[src/irq_ctrl_consts.svh]
/*
  Offsets, field positions, reset values and encodings of the interrupt controller.
  Assumes inclusion by bare name from the package and the controller module.
*/
// Function
// - Reset, NMI, hard fault fixed at -3, -2, -1
// - Smaller priority value wins; fixed beat configurable
// - Other exceptions take programmable priority 0 to 3
// - Only strictly more urgent exceptions pre-empt handlers
// - At most four handlers nested at once
// - Equal priority ties go to lowest number
// - Four 2-bit priority fields per word
// - Bits outside priority fields ignored in arbitration
// - Disabled lines are not processed
// - Set-enable and clear-enable writes; both read state
// - Zero bits written change nothing
// - Enable and pending act on lines 0-15 only
// - Global mask blocks all configurable exceptions
// - Masked exceptions stay pending, served after unmask
// - Status bits 8:0 show active exception number
// - Status bits 20:12 show top pending number
// - Status bit 22 set when any line pends
// - Request pends; handler start makes it active
// - Set-pending and clear-pending writes; both read state
// - Repeated pending sets give one handler run
// - Pending writes ignore enable; request lines and service need enable
// - Sixteen lines, exception numbers 16 to 31
`ifndef IRQ_CTRL_CONSTS_SVH
`define IRQ_CTRL_CONSTS_SVH

`define IRQ_N 16
`define NEST_MAX 3'h4
`define ADDR_W 8

`define OFS_SET_EN 8'h00
`define OFS_CLR_EN 8'h04
`define OFS_SET_PEND 8'h08
`define OFS_CLR_PEND 8'h0C
`define OFS_PRIO0 8'h10
`define OFS_PRIO3 8'h1C
`define OFS_CTRL_STATE 8'h20
`define OFS_GMASK 8'h24

`define PRIO_FIELD_POS 6
`define PRIO_FIELD_STRIDE 8
`define CS_ACT_LSB 0
`define CS_PEND_LSB 12
`define CS_ISR_BIT 22
`define GMASK_BIT 0

`define RANK_RESET 3'h0
`define RANK_NMI 3'h1
`define RANK_HF 3'h2
`define RANK_CFG_BASE 3'h3
`define RANK_THREAD 3'h7

`define EXC_NONE 9'h000
`define EXC_NMI 9'h002
`define EXC_HF 9'h003
`define EXC_IRQ_BASE 9'h010

`define EN_RESET 16'h0000
`define PEND_RESET 16'h0000
`define PRIO_RESET 32'h00000000
`define RESP_OKAY 2'h0
`define RESP_SLVERR 2'h2

`endif

[src/irq_ctrl_pkg.sv]
/*
  Types of the interrupt controller: bus carriers, handshake states, state record.
  Assumes the constants header is on the include path.
*/
`include "irq_ctrl_consts.svh"

package irq_ctrl_pkg;

  typedef enum logic [0:0] {W_IDLE = 1'b0, W_RESP = 1'b1} wr_state_e;
  typedef enum logic [0:0] {R_IDLE = 1'b0, R_DATA = 1'b1} rd_state_e;

  typedef struct packed {
    logic awvalid;
    logic [`ADDR_W-1:0] awaddr;
    logic wvalid;
    logic [31:0] wdata;
    logic [3:0] wstrb;
    logic bready;
    logic arvalid;
    logic [`ADDR_W-1:0] araddr;
    logic rready;
  } axil_req_s;

  typedef struct packed {
    logic awready;
    logic wready;
    logic bvalid;
    logic [1:0] bresp;
    logic arready;
    logic rvalid;
    logic [31:0] rdata;
    logic [1:0] rresp;
  } axil_rsp_s;

  typedef struct packed {
    logic valid;
    logic [8:0] num;
    logic [2:0] rank;
  } cand_s;

  typedef struct packed {
    logic [`IRQ_N-1:0] en;
    logic [`IRQ_N-1:0] pend;
    logic [`IRQ_N-1:0] act;
    logic [`IRQ_N-1:0][1:0] prio;
    logic mask;
    logic nmi_pend;
    logic hf_pend;
    logic [3:0][8:0] stk_num;
    logic [3:0][2:0] stk_rank;
    logic [2:0] depth;
    logic req;
    logic [8:0] req_num;
    logic [2:0] req_rank;
    logic [8:0] top_num;
    logic [8:0] act_num;
    wr_state_e wst;
    rd_state_e rst;
    logic [1:0] bresp;
    logic [1:0] rresp;
    logic [31:0] rdata;
  } ctrl_state_s;

endpackage

[src/nested_irq_priority_pending_ctrl.sv]
/*
  Nested priority interrupt controller: enables, pending, priorities, global mask,
  handler nesting stack and status word, behind an AXI4-Lite register slave.
  Assumes the core pulses I_EXC_TAKE when it starts the offered handler and
  I_EXC_RETURN when a handler ends; request lines come from same-clock logic.
*/
`timescale 1ns/1ns
`include "irq_ctrl_consts.svh"

module nested_irq_priority_pending_ctrl
  import irq_ctrl_pkg::*;
#(
  parameter int NUM_IRQ = 16
) (
  // Clock, reset, enable
  input wire logic I_CORE_CLK,
  input wire logic I_RST_N,
  input wire logic I_CORE_CE,
  // Register bus
  input wire axil_req_s I_AXI,
  output axil_rsp_s O_AXI,
  // Request sources
  input wire logic [`IRQ_N-1:0] I_IRQ,
  input wire logic I_NMI_EVT,
  input wire logic I_HARDFAULT_EVT,
  // Core handshake
  output logic O_EXC_REQ,
  output logic [8:0] O_EXC_NUM,
  input wire logic I_EXC_TAKE,
  input wire logic I_EXC_RETURN,
  output logic [8:0] O_ACTIVE_NUM
);

  if (NUM_IRQ != `IRQ_N) begin : g_bad_num
    $error("NUM_IRQ must equal the fixed line count");
  end

  ctrl_state_s r;
  ctrl_state_s n;
  logic wr_fire;
  logic rd_fire;
  logic take;
  logic ret;
  logic [31:0] wmask;
  logic [31:0] wbits;
  logic [2:0] cur_rank;

  function automatic logic [31:0] strb_mask(input logic [3:0] s);
    return {{8{s[3]}}, {8{s[2]}}, {8{s[1]}}, {8{s[0]}}};
  endfunction

  function automatic logic [1:0] top_index(input logic [2:0] d);
    return 2'(d - 3'h1);
  endfunction

  // Lower rank is more urgent; loop order makes ties go to the lower number
  function automatic cand_s arbitrate(input ctrl_state_s s);
    cand_s c;
    logic [2:0] rk;
    c = '0;
    rk = `RANK_THREAD;
    c.rank = `RANK_THREAD;
    c.num = `EXC_NONE;
    if (s.nmi_pend) begin
      c.valid = 1'b1;
      c.num = `EXC_NMI;
      c.rank = `RANK_NMI;
    end
    if (s.hf_pend && (!c.valid || `RANK_HF < c.rank)) begin
      c.valid = 1'b1;
      c.num = `EXC_HF;
      c.rank = `RANK_HF;
    end
    for (int i = 0; i < `IRQ_N; i++) begin
      rk = 3'(s.prio[i]) + `RANK_CFG_BASE;
      if (s.pend[i] && s.en[i] && (!c.valid || rk < c.rank)) begin
        c.valid = 1'b1;
        c.num = `EXC_IRQ_BASE + 9'(i);
        c.rank = rk;
      end
    end
    return c;
  endfunction

  function automatic logic [32:0] read_word(input ctrl_state_s s, input logic [`ADDR_W-1:0] a);
    logic [31:0] d;
    logic err;
    d = '0;
    err = 1'b0;
    if (a == `OFS_SET_EN || a == `OFS_CLR_EN) begin
      d[`IRQ_N-1:0] = s.en;
    end else if (a == `OFS_SET_PEND || a == `OFS_CLR_PEND) begin
      d[`IRQ_N-1:0] = s.pend;
    end else if (a >= `OFS_PRIO0 && a <= `OFS_PRIO3 && a[1:0] == 2'h0) begin
      for (int k = 0; k < 4; k++) begin
        d[`PRIO_FIELD_STRIDE*k+`PRIO_FIELD_POS +: 2] = s.prio[4*(a[3:2])+k];
      end
    end else if (a == `OFS_CTRL_STATE) begin
      d[`CS_ACT_LSB +: 9] = s.act_num;
      d[`CS_PEND_LSB +: 9] = s.top_num;
      d[`CS_ISR_BIT] = |s.pend;
    end else if (a == `OFS_GMASK) begin
      d[`GMASK_BIT] = s.mask;
    end else begin
      err = 1'b1;
    end
    return {err, d};
  endfunction

  assign wr_fire = (r.wst == W_IDLE) && I_AXI.awvalid && I_AXI.wvalid;
  assign rd_fire = (r.rst == R_IDLE) && I_AXI.arvalid;
  assign wmask = strb_mask(I_AXI.wstrb);
  assign wbits = I_AXI.wdata & wmask;
  assign take = I_EXC_TAKE && r.req && (r.depth < `NEST_MAX);
  assign ret = I_EXC_RETURN && (r.depth != 3'h0) && !take;
  assign cur_rank = (r.depth == 3'h0) ? `RANK_THREAD : r.stk_rank[top_index(r.depth)];

  always_comb begin
    logic [`IRQ_N-1:0] set_v;
    logic [`IRQ_N-1:0] clr_v;
    logic [32:0] rw;
    logic [3:0] idx;
    logic [8:0] num;
    logic [2:0] crk;
    cand_s c;
    n = r;
    set_v = '0;
    clr_v = '0;
    rw = '0;
    idx = '0;
    num = '0;
    crk = `RANK_THREAD;
    c = '0;

    // Register writes; address and data are taken together
    if (wr_fire) begin
      n.wst = W_RESP;
      n.bresp = `RESP_OKAY;
      if (I_AXI.awaddr == `OFS_SET_EN) begin
        n.en = r.en | wbits[`IRQ_N-1:0];
      end else if (I_AXI.awaddr == `OFS_CLR_EN) begin
        n.en = r.en & ~wbits[`IRQ_N-1:0];
      end else if (I_AXI.awaddr == `OFS_SET_PEND) begin
        set_v = wbits[`IRQ_N-1:0];
      end else if (I_AXI.awaddr == `OFS_CLR_PEND) begin
        clr_v = wbits[`IRQ_N-1:0];
      end else if (I_AXI.awaddr >= `OFS_PRIO0 && I_AXI.awaddr <= `OFS_PRIO3 &&
                   I_AXI.awaddr[1:0] == 2'h0) begin
        for (int k = 0; k < 4; k++) begin
          if (I_AXI.wstrb[k]) begin
            n.prio[4*(I_AXI.awaddr[3:2])+k] =
              I_AXI.wdata[`PRIO_FIELD_STRIDE*k+`PRIO_FIELD_POS +: 2];
          end
        end
      end else if (I_AXI.awaddr == `OFS_GMASK) begin
        if (I_AXI.wstrb[0]) begin
          n.mask = I_AXI.wdata[`GMASK_BIT];
        end
      end else if (I_AXI.awaddr == `OFS_CTRL_STATE) begin
        n.bresp = `RESP_OKAY;
      end else begin
        n.bresp = `RESP_SLVERR;
      end
    end else if (r.wst == W_RESP && I_AXI.bready) begin
      n.wst = W_IDLE;
    end

    if (rd_fire) begin
      rw = read_word(r, I_AXI.araddr);
      n.rst = R_DATA;
      n.rdata = rw[31:0];
      n.rresp = rw[32] ? `RESP_SLVERR : `RESP_OKAY;
    end else if (r.rst == R_DATA && I_AXI.rready) begin
      n.rst = R_IDLE;
    end

    // Enabled lines pend; a level still high during its handler re-pends it
    set_v = set_v | (I_IRQ & r.en);

    // Handler start: pending to active, pushed on the nesting stack
    if (take) begin
      n.stk_num[r.depth[1:0]] = r.req_num;
      n.stk_rank[r.depth[1:0]] = r.req_rank;
      n.depth = r.depth + 3'h1;
      if (r.req_num >= `EXC_IRQ_BASE) begin
        idx = r.req_num[3:0];
        n.act[idx] = 1'b1;
        clr_v[idx] = 1'b1;
      end else if (r.req_num == `EXC_NMI) begin
        n.nmi_pend = 1'b0;
      end else begin
        n.hf_pend = 1'b0;
      end
    end else if (ret) begin
      num = r.stk_num[top_index(r.depth)];
      n.depth = r.depth - 3'h1;
      if (num >= `EXC_IRQ_BASE) begin
        n.act[num[3:0]] = 1'b0;
      end
    end

    // Events win over a clear in the same cycle
    if (I_NMI_EVT) begin
      n.nmi_pend = 1'b1;
    end
    if (I_HARDFAULT_EVT) begin
      n.hf_pend = 1'b1;
    end
    n.pend = (r.pend & ~clr_v) | set_v;

    // Offer to the core; mask holds configurable ones pending only
    c = arbitrate(n);
    crk = (n.depth == 3'h0) ? `RANK_THREAD : n.stk_rank[top_index(n.depth)];
    n.req = c.valid && (c.rank < crk) && (n.depth < `NEST_MAX) &&
            !(n.mask && c.rank >= `RANK_CFG_BASE);
    n.req_num = c.num;
    n.req_rank = c.rank;
    n.top_num = c.valid ? c.num : `EXC_NONE;
    n.act_num = (n.depth == 3'h0) ? `EXC_NONE : n.stk_num[top_index(n.depth)];
  end

  always_ff @(posedge I_CORE_CLK or negedge I_RST_N) begin
    if (!I_RST_N) begin
      r <= '0;
      r.en <= `EN_RESET;
      r.pend <= `PEND_RESET;
      r.prio <= `PRIO_RESET;
      r.wst <= W_IDLE;
      r.rst <= R_IDLE;
    end else if (I_CORE_CE) begin
      r <= n;
    end
  end

  // Ready terms are combinational, data from flops
  always_comb begin
    O_AXI = '0;
    O_AXI.awready = wr_fire;
    O_AXI.wready = wr_fire;
    O_AXI.bvalid = (r.wst == W_RESP);
    O_AXI.bresp = r.bresp;
    O_AXI.arready = (r.rst == R_IDLE);
    O_AXI.rvalid = (r.rst == R_DATA);
    O_AXI.rdata = r.rdata;
    O_AXI.rresp = r.rresp;
  end

  assign O_EXC_REQ = r.req;
  assign O_EXC_NUM = r.req_num;
  assign O_ACTIVE_NUM = r.act_num;

  a_mask_blocks_cfg: assert property (
    @(posedge I_CORE_CLK) disable iff (!I_RST_N || !I_CORE_CE)
    (r.mask && O_EXC_REQ) |-> (O_EXC_NUM == `EXC_NMI || O_EXC_NUM == `EXC_HF))
    else $error("configurable exception offered while masked");

  a_strict_preempt: assert property (
    @(posedge I_CORE_CLK) disable iff (!I_RST_N || !I_CORE_CE)
    O_EXC_REQ |-> (r.req_rank < cur_rank))
    else $error("offered exception not strictly more urgent");

  a_nest_limit: assert property (
    @(posedge I_CORE_CLK) disable iff (!I_RST_N || !I_CORE_CE)
    (r.depth == `NEST_MAX) |-> !O_EXC_REQ ##1 (r.depth <= `NEST_MAX))
    else $error("nesting beyond four handlers");

  a_take_activates: assert property (
    @(posedge I_CORE_CLK) disable iff (!I_RST_N || !I_CORE_CE)
    (take && r.req_num >= `EXC_IRQ_BASE) |=>
      (r.act[$past(r.req_num[3:0])] && r.depth == $past(r.depth) + 3'h1 &&
       O_ACTIVE_NUM == $past(r.req_num)))
    else $error("taken line not made active");

  a_set_enable_write: assert property (
    @(posedge I_CORE_CLK) disable iff (!I_RST_N || !I_CORE_CE)
    (wr_fire && I_AXI.awaddr == `OFS_SET_EN) |=> ((r.en & $past(wbits[15:0])) == $past(wbits[15:0])))
    else $error("set-enable bit did not enable");

  a_zero_write_idle: assert property (
    @(posedge I_CORE_CLK) disable iff (!I_RST_N || !I_CORE_CE)
    (wr_fire && I_AXI.awaddr == `OFS_CLR_EN && wbits == 32'h00000000) |=> $stable(r.en))
    else $error("zero write changed enables");

  a_hw_set_wins: assert property (
    @(posedge I_CORE_CLK) disable iff (!I_RST_N || !I_CORE_CE)
    (|(I_IRQ & r.en)) |=> ((r.pend & $past(I_IRQ & r.en)) == $past(I_IRQ & r.en)))
    else $error("enabled request failed to pend");

  a_status_read: assert property (
    @(posedge I_CORE_CLK) disable iff (!I_RST_N || !I_CORE_CE)
    (rd_fire && I_AXI.araddr == `OFS_CTRL_STATE) |=>
      (O_AXI.rvalid && O_AXI.rdata[8:0] == $past(r.act_num) &&
       O_AXI.rdata[`CS_ISR_BIT] == $past(|r.pend)))
    else $error("status word does not match state");

  // Write side: each set or clear register acts only on its own one bits; priority fields take strobed bytes whole
  a_clear_enable_write: assert property (
    @(posedge I_CORE_CLK) disable iff (!I_RST_N || !I_CORE_CE)
    (wr_fire && I_AXI.awaddr == `OFS_CLR_EN) |=>
      ((r.en & $past(wbits[15:0])) == 16'h0000))
    else $error("clear-enable bit did not disable");

  a_set_pend_write: assert property (
    @(posedge I_CORE_CLK) disable iff (!I_RST_N || !I_CORE_CE)
    (wr_fire && I_AXI.awaddr == `OFS_SET_PEND) |=>
      ((r.pend & $past(wbits[15:0])) == $past(wbits[15:0])))
    else $error("set-pending bit did not pend");

  a_clear_pend_write: assert property (
    @(posedge I_CORE_CLK) disable iff (!I_RST_N || !I_CORE_CE)
    (wr_fire && I_AXI.awaddr == `OFS_CLR_PEND) |=>
      ((r.pend & $past(wbits[15:0] & ~(I_IRQ & r.en))) == 16'h0000))
    else $error("clear-pending bit left line pending");

  a_zero_clear_pend: assert property (
    @(posedge I_CORE_CLK) disable iff (!I_RST_N || !I_CORE_CE)
    (wr_fire && I_AXI.awaddr == `OFS_CLR_PEND && wbits[15:0] == 16'h0000 && !take) |=>
      ((r.pend & $past(r.pend)) == $past(r.pend)))
    else $error("zero clear-pending write dropped a line");

  a_prio_field_write: assert property (
    @(posedge I_CORE_CLK) disable iff (!I_RST_N || !I_CORE_CE)
    (wr_fire && I_AXI.awaddr == `OFS_PRIO0 && I_AXI.wstrb[0]) |=>
      (r.prio[0] == $past(I_AXI.wdata[`PRIO_FIELD_POS +: 2])))
    else $error("first priority field not written");

  a_mask_keeps_pend: assert property (
    @(posedge I_CORE_CLK) disable iff (!I_RST_N || !I_CORE_CE)
    (r.mask && !take && !(wr_fire && I_AXI.awaddr == `OFS_CLR_PEND)) |=>
      ((r.pend & $past(r.pend)) == $past(r.pend)))
    else $error("masked line lost its pending state");

  // Offer side: rules the core relies on without checking them itself
  a_nmi_outranks_all: assert property (
    @(posedge I_CORE_CLK) disable iff (!I_RST_N || !I_CORE_CE)
    (r.nmi_pend && r.depth < `NEST_MAX && cur_rank > `RANK_NMI) |->
      (O_EXC_REQ && O_EXC_NUM == `EXC_NMI))
    else $error("pending non-maskable exception not offered first");

  a_hf_ignores_mask: assert property (
    @(posedge I_CORE_CLK) disable iff (!I_RST_N || !I_CORE_CE)
    (r.hf_pend && !r.nmi_pend && r.depth < `NEST_MAX && cur_rank > `RANK_HF) |->
      (O_EXC_REQ && O_EXC_NUM == `EXC_HF))
    else $error("pending hard fault not offered");

  a_fixed_first: assert property (
    @(posedge I_CORE_CLK) disable iff (!I_RST_N || !I_CORE_CE)
    (O_EXC_REQ && O_EXC_NUM >= `EXC_IRQ_BASE) |->
      (!r.nmi_pend && !r.hf_pend))
    else $error("line offered ahead of a fixed exception");

  a_offer_enabled: assert property (
    @(posedge I_CORE_CLK) disable iff (!I_RST_N || !I_CORE_CE)
    (O_EXC_REQ && O_EXC_NUM >= `EXC_IRQ_BASE) |->
      r.en[O_EXC_NUM[3:0]])
    else $error("disabled line offered");

  a_offer_pending: assert property (
    @(posedge I_CORE_CLK) disable iff (!I_RST_N || !I_CORE_CE)
    (O_EXC_REQ && O_EXC_NUM >= `EXC_IRQ_BASE) |->
      r.pend[O_EXC_NUM[3:0]])
    else $error("line offered without pending state");

  a_return_pops: assert property (
    @(posedge I_CORE_CLK) disable iff (!I_RST_N || !I_CORE_CE)
    ret |=>
      (r.depth == $past(r.depth) - 3'h1))
    else $error("handler return did not resume the one below");

  a_thread_zero: assert property (
    @(posedge I_CORE_CLK) disable iff (!I_RST_N || !I_CORE_CE)
    (r.depth == 3'h0) |->
      (O_ACTIVE_NUM == `EXC_NONE))
    else $error("active number not zero in thread mode");

  // Low enable must freeze every flop, bus handshake included
  a_ce_freezes_state: assert property (
    @(posedge I_CORE_CLK) disable iff (!I_RST_N)
    !I_CORE_CE |=>
      $stable(r))
    else $error("state moved while clock enable low");

endmodule

[config.mk]
export PLATFORM = sky130hd
export DESIGN_NAME = nested_irq_priority_pending_ctrl
export DESIGN_NICKNAME = d
export VERILOG_FILES = /design/src/irq_ctrl_pkg.sv /design/src/nested_irq_priority_pending_ctrl.sv
export VERILOG_INCLUDE_DIRS = /design/src /design/src/src
export SDC_FILE = /design/constraint.sdc
export NUM_CORES = 1
export LEC_CHECK = 0
export BUFFER_PORTS_ARGS = -buffer_cell sky130_fd_sc_hd__buf_4
export CORE_MARGIN = 2
export CORE_UTILIZATION = 30
export DETAILED_ROUTE_END_ITERATION = 10
export HOLD_SLACK_MARGIN = 0.12
export PLACE_DENSITY_LB_ADDON = 0.12
export SLEW_MARGIN = 5
export SYNTH_ARGS = -nofsm -noshare
export SYNTH_HDL_FRONTEND = slang
export SYNTH_SLANG_ARGS = --single-unit
[constraint.sdc]
create_clock -name I_CORE_CLK -period 27.3 [get_ports I_CORE_CLK]
set_clock_uncertainty 0.2 [all_clocks]
set_input_delay 1.365 -clock I_CORE_CLK [delete_from_list [all_inputs] [get_ports I_CORE_CLK]]
set_output_delay 1.365 -clock I_CORE_CLK [all_outputs]
set_load 0.01 [all_outputs]
==> impl_results.md, run 1 <==
* DR pass1 iterations at 5
* DP Worst Slack at between 1 and 1.5 ns
* Reg2Reg Depth at 110
* Most frequent cells in the layout: dfrtp_1, nand2_1, nor2_1
* Clock Path Buffers at 2
* Pwr dens at 63.1 nW/µm²
* First-pass GRT wire length at 63.9 mm
* RD Place Congestion at ~0.86
* Vias in the first global route at a little over 10k
* H-tree depth at 4
* # setup viols final at 0
* Die height at between 200 and 250 µm
* Critical Path Fanout Max at 14
* CTS tree: done
* Final design utilization at approximately a third
* Fin area at approximately 14000 µm²
* Peak per-stage delay on the critical path at between 0.6 and 0.7 ns
* Final WL at ~42 mm
* Wire per inst at 20.8 µm
* Root Buffer: clkbuf_16
* Total track usage at about a fifth
* Yosys reg bits at between 150 and 200
* Dpl cells at roughly 2k
* Inserted Diodes at 0
* Lkg Pwr at roughly 5.7 nW
* Vias per std cell at 5.50
* HP Class: reg2reg
* PortBufs at 110
* Highest clock rate at just under 40 MHz
* Final hold viol count at 0
* Total gr overflow at 0
* Worst VDD drop at approximately 42 µV
* Total number of vias at 11.0k
* Nets at approximately 1.6k
* Worst Max-Slew Pin Slew at between 1 and 1.5 ns
* 1st-iter DRT viols at between 700 and 800
* Relative slew margins at approximately 30%
* Number of max-cap violations at 0
* Worst Hold Path EP: O_AXI[5]
* Post-Syn Area at about 12000 µm²
* Hold buffer count at cts at 0
* Sink Count at approximately 170
* Sequential fraction of the synthesis area at approximately a third
* ANT nets after route at 0
* Dpl hpwl at ~32 mm
* Prevailing post-synth register cell: dfrtp_1
* Placed cell area at 13100 µm²
* Crit-path slowest cell: or4_4
* Initial Utilization at 30.4%
* YS warnings at 0
* Cells after Synth at between 1k and 1.5k
* Ys async rst share at between 90% and 100%
* Worst Min Path Start: O_AXI[5]
* Min setup slack post-route at ~1.9 ns
* Layout cells sized above 1 at about 16%
* Worst R2R Start: O_EXC_NUM[3]
* Element type at the critical path end: flop
* Pins over their slew limit at 0
* Pin count of the biggest net entering global routing at 95
* Final worst path period need at 25.43 ns
* Hold path depth at 2
* Mean Syn Cell Area at 8.44 µm²
* Clk_lat worst skew at 0.44 ns
* Initial antenna violation count at 0
* Clk pin slew, worst setup/hold paths at roughly 0.07 ns
* Run status: complete, no violations
* WS Path Type: in2reg
* Post-synth cell types at 94
* Die Wd at 205 µm
* I/O pin count at 140
* RSZ-0062 raised after global routing: no
* CP required at roughly 27 ns
* CP most frequent cell: ha_1
* Post-Layout Cell Count at approximately 2.0k
* Fin Setup TNS at 0 ns
* R2R setup slack at 2.36 ns
* Core area at slightly below 40000 µm²
* EDFF count, synth at 0
* Reg2Reg Capture Point: O_EXC_REQ
* Drt drc at 0
* Final worst path period share at 93.1%
* CP startpoint kind: primary input
* Row count at 73
* Die ar. at between 40000 and 50000 µm²
* CTS Buf Count at 17
* Synth-to-layout area growth at 12.9%
* Most common cell after layout, fill and taps aside: dfrtp_1
* CP arrival at 25.57 ns
-- registers in the layout, summed over array words and instances, names as in the netlist --
name and flops:
r 126, O_EXC_NUM 5, O_ACTIVE_NUM 9, O_AXI 25
O_EXC_REQ 1
-- stage by stage --
step | power [mW] | hold WS [ns]
CTS | 0.866 | 0.287
global placement | 0.622 | 0.264
detailed placement | 0.625 | 0.271
floorplan | 0.520 | 0.250
finish | 0.861 | 0.278
global route | 0.920 | 0.305
-- report_power, final --
| part | total, mW | internal (mW) | leakage, nW | switching, mW |
|---|---|---|---|---|
| Clock | 0.239 | 0.129 | 0.276 | 0.109 |
| Sequential | 0.312 | 0.279 | 2.05 | 0.0327 |
| Combinational | 0.310 | 0.117 | 3.41 | 0.193 |
-- repair_timing --
item                                    in CTS  in global routing
gates resized for setup                      0                  2
endpoints found under the setup margin       0                  1
buffers inserted                             0                  0
-- cell type report --
class | count | area [µm²]
clock inverter | 13 | 120
fill | 4197 | 26100
multi-input combinational | 1088 | 7060
tap | 525 | 657
timing repair buffer | 125 | 942
inverter | 70 | 263
sequential | 166 | 4150
clock buffer | 19 | 443
-- cells in the mapped netlist (34+ instances only) --
library cell / count / area [µm²]
buf_4: 58 / 435
nand3_1: 44 / 220
a21oi_1: 128 / 641
ha_1: 42 / 526
nor2_1: 134 / 503
mux2i_1: 34 / 340
nand2_1: 137 / 514
o21ai_0: 104 / 521
mux2_2: 38 / 428
clkbuf_1: 56 / 210
dfrtp_1: 166 / 4150
inv_1: 70 / 263
-- worst max-delay path by stage --
stage               startpoint   endpoint  depth (start not counted)
finish               I_AXI[55]  O_EXC_REQ                        114
global route         I_AXI[55]  O_EXC_REQ                        114
CTS                  I_AXI[55]  O_EXC_REQ                        114
detailed placement   I_AXI[55]  O_EXC_REQ                        114
global placement     I_AXI[55]  O_EXC_REQ                        114
floorplan            I_AXI[55]  O_EXC_REQ                        114
-- worst max-delay path: cells and delay by family --
family	cells	cell delay, ns
buffers and inverters	6	0.60
AND/OR/NAND/NOR	24	4.36
multiplexers	11	3.95
AO/OA/AOI/OAI	54	9.97
adder cells (fa/ha/maj)	19	5.34
-- cell families (layout without fill, tap and decap cells) --
| kind of cell | after synthesis | count (layout) | share of synthesized area, % |
|---|---|---|---|
| mux | 82 | 82 | 8.10 |
| buf+inv | 193 | 227 | 7.90 |
| compound gates | 464 | 464 | 25.3 |
| simple gates | 476 | 476 | 19.4 |
| flops | 166 | 166 | 34.4 |
| fa+ha+maj | 47 | 47 | 4.77 |
| other cells | 1 | 17 | 0.0310 |
| xor+xnor | 2 | 2 | 0.145 |
-- routing by layer --
layer / GRT usage (%) / vias up / wire length [µm]
li1: - / 5283 / -
met1: 28.8 / 5387 / 20200
met2: 31.2 / 322 / 18800
met3: 3.17 / 39 / 2160
met4: 5.10 / 0 / 675
met5: 0 / - / 0
(Power assumes the default switching activity.)
==> run 2, diff against run 1 <==
CORE_UTILIZATION = 35   (was 30)
==> run 2 against run 1 <==
Effect of this change: combinational power is 2% lower; final cell count is 3.5% lower; sequential power hardly changed; clock power is 6% higher.
==> impl_results.md, run 2 (same netlist as run 1, synthesis figures left out) <==
* RSZ-0062 raised after global routing: no
* Lkg Pwr at 5.75 nW
* Post-CTS Setup Bufs at 0
* Dpl hpwl at 30.2 mm
* Layout cells sized above 1 at 15.5%
* ANT nets after route at 0
* Final worst path period share at between 90 and 100%
* Nets at 1589
* CTS tree: done
* Drt drc at 0
* Critical Path Fanout Max at 14
* Vias in the first global route at approximately 10k
* DR pass1 iterations at 5
* Root Buffer: clkbuf_16
* Placed cell area at approximately 13000 µm²
* CP startpoint kind: primary input
* CP required at approximately 27 ns
* Most common cell after layout, fill and taps aside: dfrtp_1
* Worst Min Path Start: O_AXI[6]
* Number of max-cap violations at 0
* Final WL at around 40 mm
* Total gr overflow at 0
* Relative slew margins at around 25%
* Pwr dens at 64.0 nW/µm²
* WS Path Type: in2reg
* Core area at around 34000 µm²
* Die height at approximately 190 µm
* Sink Count at approximately 170
* Synth-to-layout area growth at 12.5%
* Final worst path period need at 25.39 ns
* Inserted Diodes at 0
* Max FFs per register at 126
* Clk_lat worst skew at 0.43 ns
* Fin area at 13600 µm²
* Initial antenna violation count at 0
* Worst VDD drop at 48.2 µV
* Dpl cells at about 1.9k
* CTS Buf Count at 17
* Crit-path slowest cell: or4_4
* Row count at slightly below 70
* Vias per std cell at between 5 and 6
* PortBufs at 110
* CP most frequent cell: ha_1
* # setup viols final at 0
* Pin count of the biggest net entering global routing at 94
* 1st-iter DRT viols at 969
* Final hold viol count at 0
* Die ar. at about 36000 µm²
* Element type at the critical path end: flop
* Pins over their slew limit at 0
* Top reg by flops: r
* I/O pin count at between 100 and 150
* Highest clock rate at between 30 and 40 MHz
* Critical Path Source: I_AXI[55]
* Fin Setup TNS at 0 ns
* Wire per inst at 20.8 µm
* RD Place Congestion at approximately 0.84
* Clk pin slew, worst setup/hold paths at around 0.060 ns
* Initial Utilization at a little over a third
* Die Wd at ~190 µm
* Final design utilization at 39.6%
* Post-Layout Cell Count at around 1.9k
* Peak per-stage delay on the critical path at 0.65 ns
* HP Class: reg2reg
* First-pass GRT wire length at 62.1 mm
* CP arrival at about 26 ns
* H-tree depth at 4
* Run status: complete, no violations
* Total track usage at between 20 and 25%
* Worst R2R Start: O_EXC_NUM[3]
* Total number of vias at 11.1k
* Clock Path Buffers at 2
* Most frequent cells in the layout: dfrtp_1, nand2_1, nor2_1
* Worst Max-Slew Pin Slew at between 1 and 1.5 ns
==> run 2: timing repair <==
action                                  CTS  global route
resized for setup                         0             2
hold buffers                              0             0
endpoints found under the setup margin    0             1
==> run 2: final cells by class <==
cell class	count	area [µm²]
multi-input cells	1088	7060
repair buffers	124	935
clock inverters	11	150
clock buffers	21	450
inverters	70	263
well taps	455	569
fillers	3490	20700
flip-flops and latches	166	4150
==> run 2: where the power goes <==
part / switching [mW] / total [mW] / internal, mW
sequential: 0.0336 / 0.313 / 0.279
clock: 0.106 / 0.253 / 0.147
combinational: 0.188 / 0.304 / 0.117
total: 0.327 / 0.870 / 0.543
==> run 2: per-stage QoR <==
stage,hold slack [ns],total power [mW],worst slack [ns]
after CTS,0.287,0.872,1.75
after global placement,0.263,0.615,1.48
final,0.282,0.870,1.91
after global routing,0.299,0.925,0.0654
after floorplan,0.250,0.520,3.95
after detailed placement,0.271,0.618,1.36
==> run 2: worst max-delay path: cells and delay by family <==
kind	cells	cell delay [ns]
AND/OR/NAND/NOR	25	4.57
buffers and inverters	6	0.61
multiplexers	11	3.94
adder cells (fa/ha/maj)	19	5.34
AO/OA/AOI/OAI	53	9.65
==> run 2: layer usage <==
layer / track usage [%] / up-vias / part of all wire [%] / routed length, µm
met5: 0 / - / 0 / 0
met4: 6.08 / 0 / 2.0 / 798
met3: 2.66 / 44 / 4.8 / 1920
met2: 34.8 / 372 / 45 / 17900
met1: 32.6 / 5395 / 49 / 19600
li1: - / 5291 / - / -
==> run 2: worst paths after layout <==
path,endpoint,cells past startpoint,slack [ns]
max in group asynchronous,r[154],2,24.46
hold reg to reg,O_AXI[6],2,0.28
min in group asynchronous,r[79],1,0.78
setup reg to reg,O_EXC_REQ,110,2.47
setup / recovery,O_EXC_REQ,114,1.91
hold / removal,O_AXI[6],2,0.28
